`config.mk`:
```
export PLATFORM = sky130hd
export DESIGN_NAME = sadc_top
export DESIGN_NICKNAME = d
export VERILOG_FILES = /design/src/hdl/sadc_pkg.sv /design/src/hdl/sadc_axil.sv /design/src/hdl/sadc_clkdiv.sv /design/src/hdl/sadc_top.sv
export VERILOG_INCLUDE_DIRS = /design/src /design/src/hdl
export SDC_FILE = /design/constraint.sdc
export NUM_CORES = 1
export LEC_CHECK = 0
export BUFFER_PORTS_ARGS = -buffer_cell sky130_fd_sc_hd__buf_2
export CORE_MARGIN = 1
export CORE_UTILIZATION = 30
export DETAILED_ROUTE_END_ITERATION = 8
export REMOVE_ABC_BUFFERS = 1
export SETUP_SLACK_MARGIN = 0.3
export SYNTH_ARGS = -nofsm -noshare
export SYNTH_HDL_FRONTEND = slang
export SYNTH_SLANG_ARGS = --single-unit
```
`constraint.sdc`:
```
create_clock -name mclk -period 4.9 [get_ports mclk]
set_input_delay 0.245 -clock mclk [delete_from_list [all_inputs] [get_ports mclk]]
set_output_delay 0.245 -clock mclk [all_outputs]
set_load 0.02 [all_outputs]
```
`src/hdl/sadc_regs.svh`:
```
// Register offsets, field positions, reset values and timing constants of the sequencer.
`ifndef SADC_REGS_SVH
`define SADC_REGS_SVH

// Register byte offsets.
`define SADC_CTRL_OFS      8'h00
`define SADC_CHEN_OFS      8'h04
`define SADC_LIMLO_OFS     8'h08
`define SADC_LIMHI_OFS     8'h0c
`define SADC_STAT_OFS      8'h10
`define SADC_MASK_OFS      8'h14
`define SADC_SAMP_OFS      8'h20
`define SADC_RES_OFS       8'h40

// Control register fields.
`define SADC_CTRL_EN       0
`define SADC_CTRL_AUTO     1
`define SADC_CTRL_START    2
`define SADC_CTRL_CONT     3
`define SADC_CTRL_REF_LO   4
`define SADC_CTRL_MSEL_LO  8
`define SADC_CTRL_TEMP     12
`define SADC_CTRL_LP       13

// Status bits.
`define SADC_ST_RANGE      0
`define SADC_ST_SCAN       1
`define SADC_ST_BUSY       8

// Timing: converter clock limit and cycles per conversion.
`define SADC_FCONV_MHZ     18
`define SADC_CONV_CLKS     18
`define SADC_SYS_MHZ       200
`define SADC_SAMP_RST      8'h04

`endif

```
`src/hdl/sadc_pkg.sv`:
```
// Types shared by the sequencer modules.
`default_nettype none
package sadc_pkg;
  typedef enum logic [1:0] {
    SADC_IDLE   = 2'b00,
    SADC_SAMPLE = 2'b01,
    SADC_CONV   = 2'b10
  } sadc_state_t;

  // Request to the analog core.
  typedef struct packed {
    logic [3:0] mux_sel;
    logic [1:0] ref_sel;
    logic       sample;
    logic       convert;
    logic       tick;
  } sadc_ana_t;

  // Bus write and read strobes passed to the register file.
  typedef struct packed {
    logic        wr;
    logic [7:0]  waddr;
    logic [31:0] wdata;
    logic        rd;
    logic [7:0]  raddr;
  } sadc_reg_req_t;
endpackage
`default_nettype wire

```
`src/hdl/sadc_axil.sv`:
```
// AXI4-Lite slave front end producing single-cycle register strobes.
`default_nettype none
module sadc_axil (
  // Clock and reset
  input  wire logic         mclk,
  input  wire logic         sys_rst,
  // AXI4-Lite
  input  wire logic [7:0]   s_axi_awaddr,
  input  wire logic         s_axi_awvalid,
  output logic              s_axi_awready,
  input  wire logic [31:0]  s_axi_wdata,
  input  wire logic [3:0]   s_axi_wstrb,
  input  wire logic         s_axi_wvalid,
  output logic              s_axi_wready,
  output logic [1:0]        s_axi_bresp,
  output logic              s_axi_bvalid,
  input  wire logic         s_axi_bready,
  input  wire logic [7:0]   s_axi_araddr,
  input  wire logic         s_axi_arvalid,
  output logic              s_axi_arready,
  output logic [31:0]       s_axi_rdata,
  output logic [1:0]        s_axi_rresp,
  output logic              s_axi_rvalid,
  input  wire logic         s_axi_rready,
  // Register file side
  output sadc_pkg::sadc_reg_req_t req,
  input  wire logic [31:0]  rd_data,
  input  wire logic         rd_err
);
  import sadc_pkg::*;

  typedef struct packed {
    logic        aw_ok;
    logic [7:0]  awaddr;
    logic        w_ok;
    logic [31:0] wdata;
    logic        bvalid;
    logic        rpend;
    logic [7:0]  araddr;
    logic        rvalid;
    logic [31:0] rdata;
    logic [1:0]  rresp;
  } sadc_bus_st_t;

  sadc_bus_st_t st_reg;
  sadc_bus_st_t st_next;

  // Address and data may arrive in either order; partial strobes are written whole.
  always_comb begin
    st_next = st_reg;
    req = '0;
    if (s_axi_awvalid && s_axi_awready) begin
      st_next.aw_ok = 1'b1;
      st_next.awaddr = s_axi_awaddr;
    end
    if (s_axi_wvalid && s_axi_wready) begin
      st_next.w_ok = 1'b1;
      st_next.wdata = s_axi_wdata;
    end
    if (st_reg.aw_ok && st_reg.w_ok && !st_reg.bvalid) begin
      req.wr = 1'b1;
      req.waddr = st_reg.awaddr;
      req.wdata = st_reg.wdata;
      st_next.aw_ok = 1'b0;
      st_next.w_ok = 1'b0;
      st_next.bvalid = 1'b1;
    end
    if (st_reg.bvalid && s_axi_bready) begin
      st_next.bvalid = 1'b0;
    end
    if (s_axi_arvalid && s_axi_arready) begin
      st_next.rpend = 1'b1;
      st_next.araddr = s_axi_araddr;
    end
    if (st_reg.rpend) begin
      req.rd = 1'b1;
      req.raddr = st_reg.araddr;
      st_next.rpend = 1'b0;
      st_next.rvalid = 1'b1;
      st_next.rdata = rd_data;
      st_next.rresp = rd_err ? 2'b10 : 2'b00;
    end
    if (st_reg.rvalid && s_axi_rready) begin
      st_next.rvalid = 1'b0;
    end
  end

  always_ff @(posedge mclk) begin
    if (sys_rst) begin
      st_reg <= '0;
    end else begin
      st_reg <= st_next;
    end
  end

  assign s_axi_awready = !st_reg.aw_ok && !st_reg.bvalid;
  assign s_axi_wready  = !st_reg.w_ok && !st_reg.bvalid;
  assign s_axi_bvalid  = st_reg.bvalid;
  assign s_axi_bresp   = 2'b00;
  assign s_axi_arready = !st_reg.rpend && !st_reg.rvalid;
  assign s_axi_rvalid  = st_reg.rvalid;
  assign s_axi_rdata   = st_reg.rdata;
  assign s_axi_rresp   = st_reg.rresp;
endmodule
`default_nettype wire

```
`src/hdl/sadc_clkdiv.sv`:
```
// Converter clock tick generator, limiting the converter rate.
`default_nettype none
`include "sadc_regs.svh"
module sadc_clkdiv #(
  parameter int DIV = (`SADC_SYS_MHZ + `SADC_FCONV_MHZ - 1) / `SADC_FCONV_MHZ
) (
  // Clock and reset
  input  wire logic mclk,
  input  wire logic sys_rst,
  // Tick
  input  wire logic run,
  output logic      tick
);
  import sadc_pkg::*;

  typedef struct packed {
    logic [7:0] cnt;
    logic       tick;
  } sadc_div_st_t;

  sadc_div_st_t st_reg;
  sadc_div_st_t st_next;

  initial begin
    if (DIV < 1 || DIV > 255) $error("sadc_clkdiv: DIV out of range");
  end

  // Divide down so the converter clock never exceeds its limit.
  always_comb begin
    st_next = st_reg;
    st_next.tick = 1'b0;
    if (!run) begin
      st_next.cnt = 8'h00;
    end else if (st_reg.cnt == 8'(DIV - 1)) begin
      st_next.cnt = 8'h00;
      st_next.tick = 1'b1;
    end else begin
      st_next.cnt = st_reg.cnt + 8'h01;
    end
  end

  always_ff @(posedge mclk) begin
    if (sys_rst) begin
      st_reg <= '0;
    end else begin
      st_reg <= st_next;
    end
  end

  assign tick = st_reg.tick;
endmodule
`default_nettype wire

```
`src/hdl/sadc_top.sv`:
```
// Channel sequencer, limit checker and register file of the SAR converter.
// Notes on behaviour
// - Results are twelve bits; aggregate rate targets one million samples per second.
// - Each conversion takes at least eighteen converter clocks at eighteen megahertz maximum.
// - Eight fixed input channels, each enabled for scans by its own bit.
// - A started scan walks all enabled channels with no software help.
// - Next channel is sampled right after conversion; no idle slots inserted.
// - Channel choice comes from the sequencer or from a software mux setting.
// - Each channel keeps its own result register readable after the scan.
// - Sample time is programmed separately per channel.
// - Programmable low and high limits define the acceptable result range.
// - Out-of-range result raises its interrupt flag at once, mid-scan.
// - Reference select: supply, half supply, bandgap, or external pin.
// - Sample-and-hold window length is programmable for slow drivers.
// - Converter and sequencer halt while deep low-power mode is signalled.
// - Temperature sensor may be chosen as a conversion input.
//
// Our own choices: the register offsets and the AXI4-Lite register port.
`default_nettype none
`include "sadc_regs.svh"
module sadc_top #(
  parameter int NCH   = 8,
  parameter int RES_W = 12
) (
  // Clock and reset
  input  wire logic         mclk,
  input  wire logic         sys_rst,
  // AXI4-Lite
  input  wire logic [7:0]   s_axi_awaddr,
  input  wire logic         s_axi_awvalid,
  output logic              s_axi_awready,
  input  wire logic [31:0]  s_axi_wdata,
  input  wire logic [3:0]   s_axi_wstrb,
  input  wire logic         s_axi_wvalid,
  output logic              s_axi_wready,
  output logic [1:0]        s_axi_bresp,
  output logic              s_axi_bvalid,
  input  wire logic         s_axi_bready,
  input  wire logic [7:0]   s_axi_araddr,
  input  wire logic         s_axi_arvalid,
  output logic              s_axi_arready,
  output logic [31:0]       s_axi_rdata,
  output logic [1:0]        s_axi_rresp,
  output logic              s_axi_rvalid,
  input  wire logic         s_axi_rready,
  // Power mode
  input  wire logic         deep_lp_mode,
  // Analog core
  output sadc_pkg::sadc_ana_t ana,
  input  wire logic         conv_done,
  input  wire logic [11:0]  conv_result,
  // Interrupt
  output logic              irq
);
  import sadc_pkg::*;

  // ============================================================
  // Constants and state
  // Select code that routes the on-chip temperature sensor to the converter.
  localparam logic [3:0] TEMP_SEL = 4'h8;

  typedef struct packed {
    sadc_state_t state;
    logic [31:0] ctrl;
    logic [7:0]  chen;
    logic [11:0] lim_lo;
    logic [11:0] lim_hi;
    logic [1:0]  stat;
    logic [1:0]  mask;
    logic [2:0]  ch;
    logic [7:0]  samp_cnt;
    logic [7:0]  conv_cnt;
    logic        scanning;
    logic [NCH-1:0][7:0]       samp;
    logic [NCH-1:0][RES_W-1:0] res;
  } sadc_st_t;

  sadc_st_t      st_reg;
  sadc_st_t      st_next;
  sadc_reg_req_t req;
  logic [31:0]   rd_data;
  logic          rd_err;
  logic          tick;
  logic          run;

  initial begin
    if (NCH != 8 || RES_W != 12) $error("sadc_top: only 8 channels of 12 bits");
  end

  // ============================================================
  // Channel helpers
  // Next enabled channel above cur, wrapping to the lowest enabled one.
  function automatic logic [2:0] next_ch(input logic [7:0] en, input logic [2:0] cur);
    logic [2:0] c;
    logic [2:0] r;
    r = cur;
    for (int i = 7; i >= 1; i--) begin
      c = cur + 3'(i);
      if (en[c]) r = c;
    end
    return r;
  endfunction

  // Lowest enabled channel.
  function automatic logic [2:0] first_ch(input logic [7:0] en);
    logic [2:0] r;
    r = 3'h0;
    for (int i = 7; i >= 0; i--) begin
      if (en[i]) r = 3'(i);
    end
    return r;
  endfunction

  // ============================================================
  // Submodules
  // Bus front end.
  sadc_axil u_bus (
    .mclk          (mclk),
    .sys_rst       (sys_rst),
    .s_axi_awaddr  (s_axi_awaddr),
    .s_axi_awvalid (s_axi_awvalid),
    .s_axi_awready (s_axi_awready),
    .s_axi_wdata   (s_axi_wdata),
    .s_axi_wstrb   (s_axi_wstrb),
    .s_axi_wvalid  (s_axi_wvalid),
    .s_axi_wready  (s_axi_wready),
    .s_axi_bresp   (s_axi_bresp),
    .s_axi_bvalid  (s_axi_bvalid),
    .s_axi_bready  (s_axi_bready),
    .s_axi_araddr  (s_axi_araddr),
    .s_axi_arvalid (s_axi_arvalid),
    .s_axi_arready (s_axi_arready),
    .s_axi_rdata   (s_axi_rdata),
    .s_axi_rresp   (s_axi_rresp),
    .s_axi_rvalid  (s_axi_rvalid),
    .s_axi_rready  (s_axi_rready),
    .req           (req),
    .rd_data       (rd_data),
    .rd_err        (rd_err)
  );

  // Converter clock; it stops entirely in deep low-power mode.
  assign run = st_reg.ctrl[`SADC_CTRL_EN] && !deep_lp_mode;

  sadc_clkdiv u_div (
    .mclk    (mclk),
    .sys_rst (sys_rst),
    .run     (run),
    .tick    (tick)
  );

  // ============================================================
  // Register file
  // Register read mux; results and sample times sit in windows of eight words.
  // Unmapped addresses answer zero data with an error response, so a stray read is visible.
  always_comb begin
    rd_data = 32'h0000_0000;
    rd_err = 1'b0;
    if (req.raddr >= `SADC_SAMP_OFS && req.raddr < `SADC_SAMP_OFS + 8'h20) begin
      rd_data = {24'h000000, st_reg.samp[req.raddr[4:2]]};
    end else if (req.raddr >= `SADC_RES_OFS && req.raddr < `SADC_RES_OFS + 8'h20) begin
      rd_data = {20'h00000, st_reg.res[req.raddr[4:2]]};
    end else begin
      case (req.raddr)
        `SADC_CTRL_OFS:  rd_data = st_reg.ctrl;
        `SADC_CHEN_OFS:  rd_data = {24'h000000, st_reg.chen};
        `SADC_LIMLO_OFS: rd_data = {20'h00000, st_reg.lim_lo};
        `SADC_LIMHI_OFS: rd_data = {20'h00000, st_reg.lim_hi};
        `SADC_STAT_OFS:  rd_data = {23'h000000, st_reg.state != SADC_IDLE, 6'h00, st_reg.stat};
        `SADC_MASK_OFS:  rd_data = {30'h00000000, st_reg.mask};
        default:         rd_err = 1'b1;
      endcase
    end
  end

  // ============================================================
  // Sequencer
  // Register writes and the sequencing state machine.
  always_comb begin
    logic [1:0] set_st;
    logic       start;
    logic [2:0] nxt;
    logic       live;
    set_st = 2'b00;
    start = 1'b0;
    nxt = 3'h0;
    live = 1'b0;
    st_next = st_reg;
    st_next.ctrl[`SADC_CTRL_START] = 1'b0;
    if (req.wr) begin
      if (req.waddr >= `SADC_SAMP_OFS && req.waddr < `SADC_SAMP_OFS + 8'h20) begin
        st_next.samp[req.waddr[4:2]] = req.wdata[7:0];
      end else begin
        case (req.waddr)
          `SADC_CTRL_OFS: begin
            st_next.ctrl = {18'h00000, req.wdata[13:0]};
            start = req.wdata[`SADC_CTRL_START];
          end
          `SADC_CHEN_OFS:  st_next.chen = req.wdata[7:0];
          `SADC_LIMLO_OFS: st_next.lim_lo = req.wdata[11:0];
          `SADC_LIMHI_OFS: st_next.lim_hi = req.wdata[11:0];
          `SADC_MASK_OFS:  st_next.mask = req.wdata[1:0];
          default: ;
        endcase
      end
    end
    // Enable and mode come from this cycle's write, so one write can enable and start.
    live = st_next.ctrl[`SADC_CTRL_EN] && !deep_lp_mode;
    case (st_reg.state)
      SADC_IDLE: begin
        if (start && live) begin
          st_next.scanning = 1'b1;
          st_next.ch = st_next.ctrl[`SADC_CTRL_AUTO] ? first_ch(st_next.chen)
                                                     : st_next.ctrl[`SADC_CTRL_MSEL_LO +: 3];
          st_next.samp_cnt = st_reg.samp[st_next.ch];
          st_next.state = SADC_SAMPLE;
        end
      end
      SADC_SAMPLE: begin
        // A programmed time of zero still gives one tick of sampling.
        if (tick) begin
          if (st_reg.samp_cnt <= 8'h01) begin
            st_next.conv_cnt = 8'(`SADC_CONV_CLKS);
            st_next.state = SADC_CONV;
          end else begin
            st_next.samp_cnt = st_reg.samp_cnt - 8'h01;
          end
        end
      end
      SADC_CONV: begin
        if (tick && st_reg.conv_cnt != 8'h00) begin
          st_next.conv_cnt = st_reg.conv_cnt - 8'h01;
        end
        // An answer before the full count has run out is ignored.
        if (st_reg.conv_cnt == 8'h00 && conv_done) begin
          st_next.res[st_reg.ch] = conv_result;
          if (conv_result < st_reg.lim_lo || conv_result > st_reg.lim_hi) begin
            set_st[`SADC_ST_RANGE] = 1'b1;
          end
          nxt = next_ch(st_reg.chen, st_reg.ch);
          if (st_reg.ctrl[`SADC_CTRL_AUTO] && nxt > st_reg.ch) begin
            st_next.ch = nxt;
            st_next.samp_cnt = st_reg.samp[nxt];
            st_next.state = SADC_SAMPLE;
          end else begin
            set_st[`SADC_ST_SCAN] = 1'b1;
            if (st_reg.ctrl[`SADC_CTRL_CONT]) begin
              st_next.ch = st_reg.ctrl[`SADC_CTRL_AUTO] ? nxt
                                                        : st_reg.ctrl[`SADC_CTRL_MSEL_LO +: 3];
              st_next.samp_cnt = st_reg.samp[st_next.ch];
              st_next.state = SADC_SAMPLE;
            end else begin
              st_next.scanning = 1'b0;
              st_next.state = SADC_IDLE;
            end
          end
        end
      end
      default: st_next.state = SADC_IDLE;
    endcase
    // Disabling or entering low power aborts any scan in flight.
    if (!live) begin
      st_next.state = SADC_IDLE;
      st_next.scanning = 1'b0;
    end
    // Write one to clear; a new event in the same cycle wins.
    if (req.wr && req.waddr == `SADC_STAT_OFS) begin
      st_next.stat = st_reg.stat & ~req.wdata[1:0];
    end
    st_next.stat = st_next.stat | set_st;
  end

  // ============================================================
  // State register
  // Limits open fully and sample times start non-zero, so a scan right after
  // reset raises no range flag and never sees an empty sample window.
  always_ff @(posedge mclk) begin
    if (sys_rst) begin
      st_reg <= '0;
      st_reg.lim_hi <= 12'hfff;
      st_reg.samp <= {NCH{`SADC_SAMP_RST}};
    end else begin
      st_reg <= st_next;
    end
  end

  // ============================================================
  // Analog core and interrupt
  // Analog core drive; the temperature sensor overrides the pin channel.
  always_comb begin
    ana.mux_sel = st_reg.ctrl[`SADC_CTRL_TEMP] ? TEMP_SEL : {1'b0, st_reg.ch};
    ana.ref_sel = st_reg.ctrl[`SADC_CTRL_REF_LO +: 2];
    ana.sample = st_reg.state == SADC_SAMPLE;
    ana.convert = st_reg.state == SADC_CONV;
    ana.tick = tick;
  end

  // Level interrupt: high while any unmasked status flag is set.
  assign irq = |(st_reg.stat & st_reg.mask);
endmodule
`default_nettype wire

```
==> metrics.yaml, run 1 <==
port_buffers: 80
worst_slew_pin_slew_ps: 1381
largest_reg_flops: 229
irDropWorstVdd_uv: 254.5
core_mm2: 0.05660
netlist_area_mm2: 0.01726
whs_ps: 30.47
wl_per_cell_um: 20.44
r2r-start: "st_reg[178]"
die_y_um: 241.8
post-route-period-util_pct: 89.13
cts_made_buffers: 35
area.growth.synth_to_final_pct: 15.42
synthTopCellsByCount: "dfxtp_1 (290), nor2_1 (286), nand2_1 (282)"
clock-sinks: 290
grt_use_total_pct: 19.98
vias: 16392
drv_slew: 0
pin_count: 124
synth_compound_area_share_pct: 20.57
p_switching_mw: 1.367
die_w_um: 241.8
cts_root_buffer: "clkbuf_16"
grt_max_degree: 187
r2r_slack_ps: 530
cts_tree: "yes"
power_density_mw_per_mm2: 277.2
setup_viol_count_final: 0
grt_pass1_wl_um: 92600
setup_ws_ps: 532.7
num_rows: 87
required_ps: 5360
synth-adder-area-share_pct: 2.900
p_int_mw: 4.154
nets: 2286
remaining_drc_errors: 0
status: "completed"
synthMostInstantiatedCell: "dfxtp_1"
pre_cts_ws_ps: 141.2
relSlewSlack_pct: 7.753
gp_congestion: 0.8926
ctsLongestPathBuffers: 3
path_class: "reg -> reg"
syn_inst: 2146
r2r_end: "st_reg[175]"
end_kind: "flip-flop"
total_leakage_power_nw: 7.380
routed_wl_um: 60330
ys_ff_latch: 290
pwr-share-clk_pct: 49.5
muxShareOfSynthArea_pct: 15.85
start_util_pct: 30.48
synth_largest_area_cell: "dfxtp_1"
max_cap_viol_count: 0
drtPass1Iterations: 6
avgViaCountPerCell: 5.553
synth_top_family_by_area: "compound AO/OA/AOI/OAI gates"
min_to: "st_reg[1]"
insertion_delay_ps: 560
grt_pass1_vias: 15741
ys_warn_count: 0
hold_viol: 0
synthFlopType: "dfxtp_1"
async_reset_ff_share_pct: 0
fill_cells: 5929
ant_nets: 0
rr_worst_depth: 22
start_kind: "flip-flop"
seqPwrFrac_pct: 44.1
period_minus_slack_ps: 4367
synth.distinct_cells: 79
hp-start: "conv_result[1]"
fin_skew_ps: 15.21
path_max_fanout: 10
max_freq_ghz: 0.2290
ys_seq_area_share_pct: 33.65
combPwrFrac_pct: 6.4
arrival_ps: 4830
yosys-top-cells-area: "dfxtp_1 (34%), mux2i_1 (11%), nor2_1 (6.2%)"
hold-path-cell-count: 3
drive_gt1_share_pct: 13.76
cts.reportedPaths.clkPinSlew_ps: 70
yosys.area_share.simple_pct: 19.14
hold_path.class: "in -> reg"
grt-ovfl-total: 0
synth-edff-count: 0
dieArea_mm2: 0.05848
antenna_found_initial: 1
avgSynthCellArea_um2: 8.041
drtIter0Drc: 1513
synth_xor_area_share_pct: 1.015
htree_levels: 2
yosysTopAreaCellShare_pct: 33.65
swShare_pct: 24.76
hpwl_um: 42760
rsz0062_at_grt: "false"
layout by cell type, fill, tap and decap left out, types with 35 or more instances in the layout:
master	count
nor2_1	284
mux2i_1	194
dfxtp_1	288
buf_2	79
a21oi_1	204
ha_1	39
buf_4	61
a221oi_1	36
a22oi_1	36
o21ai_0	47
clkbuf_16	35
inv_1	48
nand2_1	277
power groups by stage:
stage                     sequential, mW  clock, mW  combinational (mW)
after floorplan                     2.47          0               0.159
after global placement              2.48          0               0.324
after detailed placement            2.48          0               0.330
after CTS                           2.43       2.77               0.352
after global routing                2.43       2.87               0.385
final                               2.43       2.73               0.356
logic make-up (layout without fill, tap and decap cells):
kind of cell	Yosys count	after routing
AOI/OAI and AO/OA	530	530
xor gates and xnor gates	20	20
and+or+nand+nor	759	759
other	1	22
adders and majority gates	40	40
buffers and inverters	258	287
DFF	290	290
muxes	248	248
metal layers:
layer | share of wire, % | vias up | GRT usage [%]
li1 | - | 7703 | -
met1 | 43 | 7940 | 25.77
met2 | 47 | 624 | 32.97
met3 | 7.2 | 125 | 3.618
met4 | 3.5 | 0 | 7.595
met5 | 0 | - | 0
worst max-delay path, cell delays in order (launching register included):
cell      delay [ps]
dfxtp_1          340
inv_2             80
ha_4             280
buf_6            150
mux2i_1          100
buf_4            180
mux4_2           490
mux2i_1          150
nor4_1            80
nor4b_1          370
or2_4            190
inv_1             50
ha_1             280
nor2b_1          130
o21a_1           190
o21ai_2          190
nand2_2          120
o21ai_2          230
nor3_2            70
buf_4            160
o21ai_0          120
a211oi_2          70
a311oi_2         260
worst max-delay path by stage:
stage / start / to / slack [ps] / cells after the start
after floorplan: st_reg[177] / st_reg[176] / -3270 / 20
after global placement: st_reg[178] / st_reg[176] / 190 / 20
after detailed placement: st_reg[178] / st_reg[176] / 140 / 20
after CTS: st_reg[178] / st_reg[171] / 320 / 20
after global routing: st_reg[178] / st_reg[172] / 290 / 22
final: st_reg[178] / st_reg[175] / 530 / 22
area by class of cell:
cell class                      count  area (µm²)  area share (%)
Timing Repair Buffer              177        1240           6.226
Antenna cell                        1       2.502         0.01256
Clock buffer                       43       955.9           4.800
Sequential cell                   290        5808           29.16
Tap cell                          756       945.9           4.749
Inverter                           51       191.4          0.9612
Clock inverter                     16       232.7           1.168
Multi-Input combinational cell   1618       10540           52.92
per-stage QoR:
stage               std cells  utilization, %  instance area, µm²  total power, mW  TNS [ps]
finish                   2952           35.19               19920            5.520         0
global route             2951           35.18               19910            5.690         0
CTS                      2948           34.85               19730            5.555         0
detailed placement       2855           32.13               18190            2.811         0
global placement         2855           32.13               18190            2.805         0
floorplan                1959               -               16340            2.632    -36520
repair_timing:
action | in CTS | in global routing
buffers inserted | 1 | 3
setup endpoints to repair | 7 | 9
pin swaps | 0 | 9
endpoints found under the hold margin | 34 | 0
hold buffers | 33 | 0
gates resized for setup | 5 | 36
Power figures use the tool's default switching activity.
==> run 2, diff against run 1 <==
--- a/config.mk
+++ b/config.mk
@@ -10,6 +10,7 @@
 export CORE_MARGIN = 1
 export CORE_UTILIZATION = 30
 export DETAILED_ROUTE_END_ITERATION = 8
+export MAX_ROUTING_LAYER = met4
 export REMOVE_ABC_BUFFERS = 1
 export SETUP_SLACK_MARGIN = 0.3
 export SYNTH_ARGS = -nofsm -noshare
==> run 2 against run 1 <==
- via count is 0.60% lower
- cell count about the same
- power fell by 5.2%
- first-iteration DRC count is 1.2% higher
- clock power fell by 10%
- register-to-register slack improved by 30 ps
- wire length shrank 1.4%
- utilization decreased by 0.28 points
- clock skew grew 4.5 ps
- sequential power barely moved
- cell area down 0.80%
- largest cell class unchanged
==> metrics.yaml, run 2 (synthesized netlist as in run 1, its figures left out) <==
status: "completed"  # unchanged
cts.reportedPaths.clkPinSlew_ps: 60  # was 70 ps
path_max_fanout: 5  # was 10
drv_slew: 0  # unchanged
critical_path.max_stage_delay_ps: 550  # was 490 ps
cts_root_buffer: "clkbuf_16"  # unchanged
antenna_found_initial: 2  # was 1
final_cell_mix: "dfxtp_1 (288), nor2_1 (284), nand2_1 (278)"  # was dfxtp_1 (288), nor2_1 (284), nand2_1 (277)
largest_reg_flops: 229  # unchanged
relSlewSlack_pct: 26.30  # was 7.753%
irDropWorstVdd_uv: 249.2  # was 254.5 µV
required_ps: 5350  # was 5360 ps
drtPass1Iterations: 6  # unchanged
p_switching_mw: 1.314  # was 1.367 mW
combPwrFrac_pct: 6.8  # was 6.4%
rsz0062_at_grt: "false"  # unchanged
start_kind: "flip-flop"  # unchanged
place_area_mm2: 0.01822  # was 0.01819 mm²
ant_nets: 0  # unchanged
grt-ovfl-total: 0  # unchanged
fin_skew_ps: 19.74  # was 15.21 ps
die_y_um: 241.8  # unchanged
grt_max_degree: 199  # was 187
hold-path-cell-count: 3  # unchanged
dp.cells: 2859  # was 2,855
hpwl_um: 42680  # was 42,760 µm
post-route-period-util_pct: 88.56  # was 89.13%
top_layer_used: "met4"  # unchanged
remaining_drc_errors: 0  # unchanged
r2r-start: "st_reg[177]"  # was st_reg[178]
hold_path.class: "in -> reg"  # unchanged
setup_viol_count_final: 0  # unchanged
slowest_stage: "mux4_2"  # unchanged
hold_viol: 0  # unchanged
rr_worst_depth: 22  # unchanged
clock-sinks: 290  # unchanged
drtIter0Drc: 1531  # was 1,513
worst_slew_pin_slew_ps: 1102  # was 1381 ps
p_int_mw: 3.917  # was 4.154 mW
port_buffers: 80  # unchanged
power_density_mw_per_mm2: 264.8  # was 277.2 mW/mm²
seqPwrFrac_pct: 46.5  # was 44.1%
num_rows: 87  # unchanged
routed_wl_um: 59450  # was 60,330 µm
drive_gt1_share_pct: 13.36  # was 13.76%
avgViaCountPerCell: 5.523  # was 5.553
die_w_um: 241.8  # unchanged
pin_count: 124  # unchanged
r2r_end: "st_reg[175]"  # unchanged
htree_levels: 2  # unchanged
r2r_slack_ps: 560  # was 530 ps
core_mm2: 0.05660  # unchanged
wl_per_cell_um: 20.15  # was 20.44 µm
insertion_delay_ps: 540  # was 560 ps
cts_tree: "yes"  # unchanged
wl_met3_um: 3482  # was 4350 µm
crit_chain: "inv_1 > ha_4 > buf_4 > mux2i_2 > mux4_2 > nor2_2 > a2111oi_2 > or3_1 > or2_4 > inv_1 > ha_1 > nor2b_1 > o21a_1 > o21ai_1 > buf_4 > nand2_2 > o21ai_2 > nor3_2 > buf_4 > o21ai_0 > a211oi_1 > a311oi_2"  # was inv_2 > ha_4 > buf_6 > mux2i_1 > buf_4 > mux4_2 > mux2i_1 > nor4_1 > nor4b_1 > or2_4 > inv_1 > ha_1 > nor2b_1 > o21a_1 > o21ai_2 > nand2_2 > o21ai_2 > nor3_2 > buf_4 > o21ai_0 > a211oi_2 > a311oi_2
mostFrequentLayoutCell: "dfxtp_1"  # unchanged
vias: 16293  # was 16,392
arrival_ps: 4790  # was 4830 ps
min_to: "st_reg[0]"  # was st_reg[1]
grt_pass1_wl_um: 92060  # was 92,600 µm
period_minus_slack_ps: 4340  # was 4367 ps
area.growth.synth_to_final_pct: 14.49  # was 15.42%
nets: 2285  # was 2,286
fin_cells: 2950  # was 2,952
swShare_pct: 25.13  # was 24.76%
total_leakage_power_nw: 7.318  # was 7.380 nW
grt_use_total_pct: 20.34  # was 19.98%
met1Wirelength_um: 26330  # was 25,790 µm
dieArea_mm2: 0.05848  # unchanged
hp-start: "conv_result[0]"  # was conv_result[1]
wl_met2_um: 27980  # was 28,070 µm
max_cap_viol_count: 0  # unchanged
postLayoutCellArea_mm2: 0.01976  # was 0.01992 mm²
grt_pass1_vias: 15718  # was 15,741
gp_congestion: 0.9475  # was 0.8926
max_freq_ghz: 0.2304  # was 0.2290 GHz
end_kind: "flip-flop"  # unchanged
cts_made_buffers: 34  # was 35
start_util_pct: 30.48  # unchanged
ctsLongestPathBuffers: 3  # unchanged
crit_top_cell: "buf_4"
path_class: "reg -> reg"  # unchanged
pwr-share-clk_pct: 46.8  # was 49.5%
## run 2: cell types whose count changed in the layout (fill, tap and decap cells not counted), sizes merged
cell,previous run,this run
clkinv,9,7
clkbuf,44,49
dlygate4sd3,33,32
bufinv,5,1
clkinvlp,2,1
buf,143,144
## run 2: what timing repair did
item                                    CTS  global route
buffers inserted                          1             0
endpoints found under the setup margin    7            11
pin swaps                                 2             4
endpoints found under the hold margin    32             0
hold buffers                             32             0
gates resized for setup                   8            30
cloned                                    0             0
## run 2: stage by stage
| stage | setup TNS [ps] | power (mW) | worst slack, ps | utilization, % | hold slack, ps |
|---|---|---|---|---|---|
| 4_1_cts | 0 | 5.278 | 296.6 | 34.68 | 0.1275 |
| 3_5_place_dp | 0 | 2.811 | 122.8 | 32.19 | 443.1 |
| 5_1_grt | 0 | 5.403 | 307.6 | 34.90 | 34.06 |
| 6_report | 0 | 5.231 | 560.3 | 34.90 | 26.73 |
| 2_1_floorplan | -36520 | 2.632 | -3274 | - | 312.9 |
| 3_3_place_gp | 0 | 2.805 | 163.7 | 32.19 | 439.5 |
## run 2: cell type report
type                       instances  area (µm²)
antenna                            1       2.502
clock buffer                      48       953.4
clock inverter                     9       102.6
fill                            5835       36850
inverter                          51       191.4
multi-input combinational       1618       10520
sequential                       290        5808
tap                              756       945.9
timing repair buffer             177        1234
## run 2: power by group through the flow
stage               sequential (mW)  combinational [mW]  clock (mW)
global route                   2.43               0.383        2.59
finish                         2.43               0.353        2.45
CTS                            2.43               0.350        2.50
global placement               2.48               0.323           0
floorplan                      2.47               0.159           0
detailed placement             2.48               0.329           0
## run 2: critical path: cells and delay by family, from the launching register on
family | cells | cell delay (ps)
adders and majority gates | 2 | 500
AOI/OAI and AO/OA | 7 | 1030
and+or+nand+nor | 6 | 1060
buffers and inverters | 5 | 640
muxes | 2 | 720
DFF | 1 | 330
## run 2: worst max-delay path by stage
stage                      startpoint          end  slack (ps)
after floorplan           st_reg[177]  st_reg[176]       -3270
after global placement    st_reg[178]  st_reg[176]         160
after detailed placement  st_reg[178]  st_reg[176]         120
after CTS                 st_reg[178]  st_reg[176]         300
after global routing      st_reg[178]  st_reg[173]         310
final                     st_reg[177]  st_reg[175]         560
## run 2: layer usage
layer	vias to the layer above	global-route usage [%]
met2	602	32.98
met5	-	-
met3	101	2.730
met4	0	6.627
li1	7711	-
met1	7879	26.01
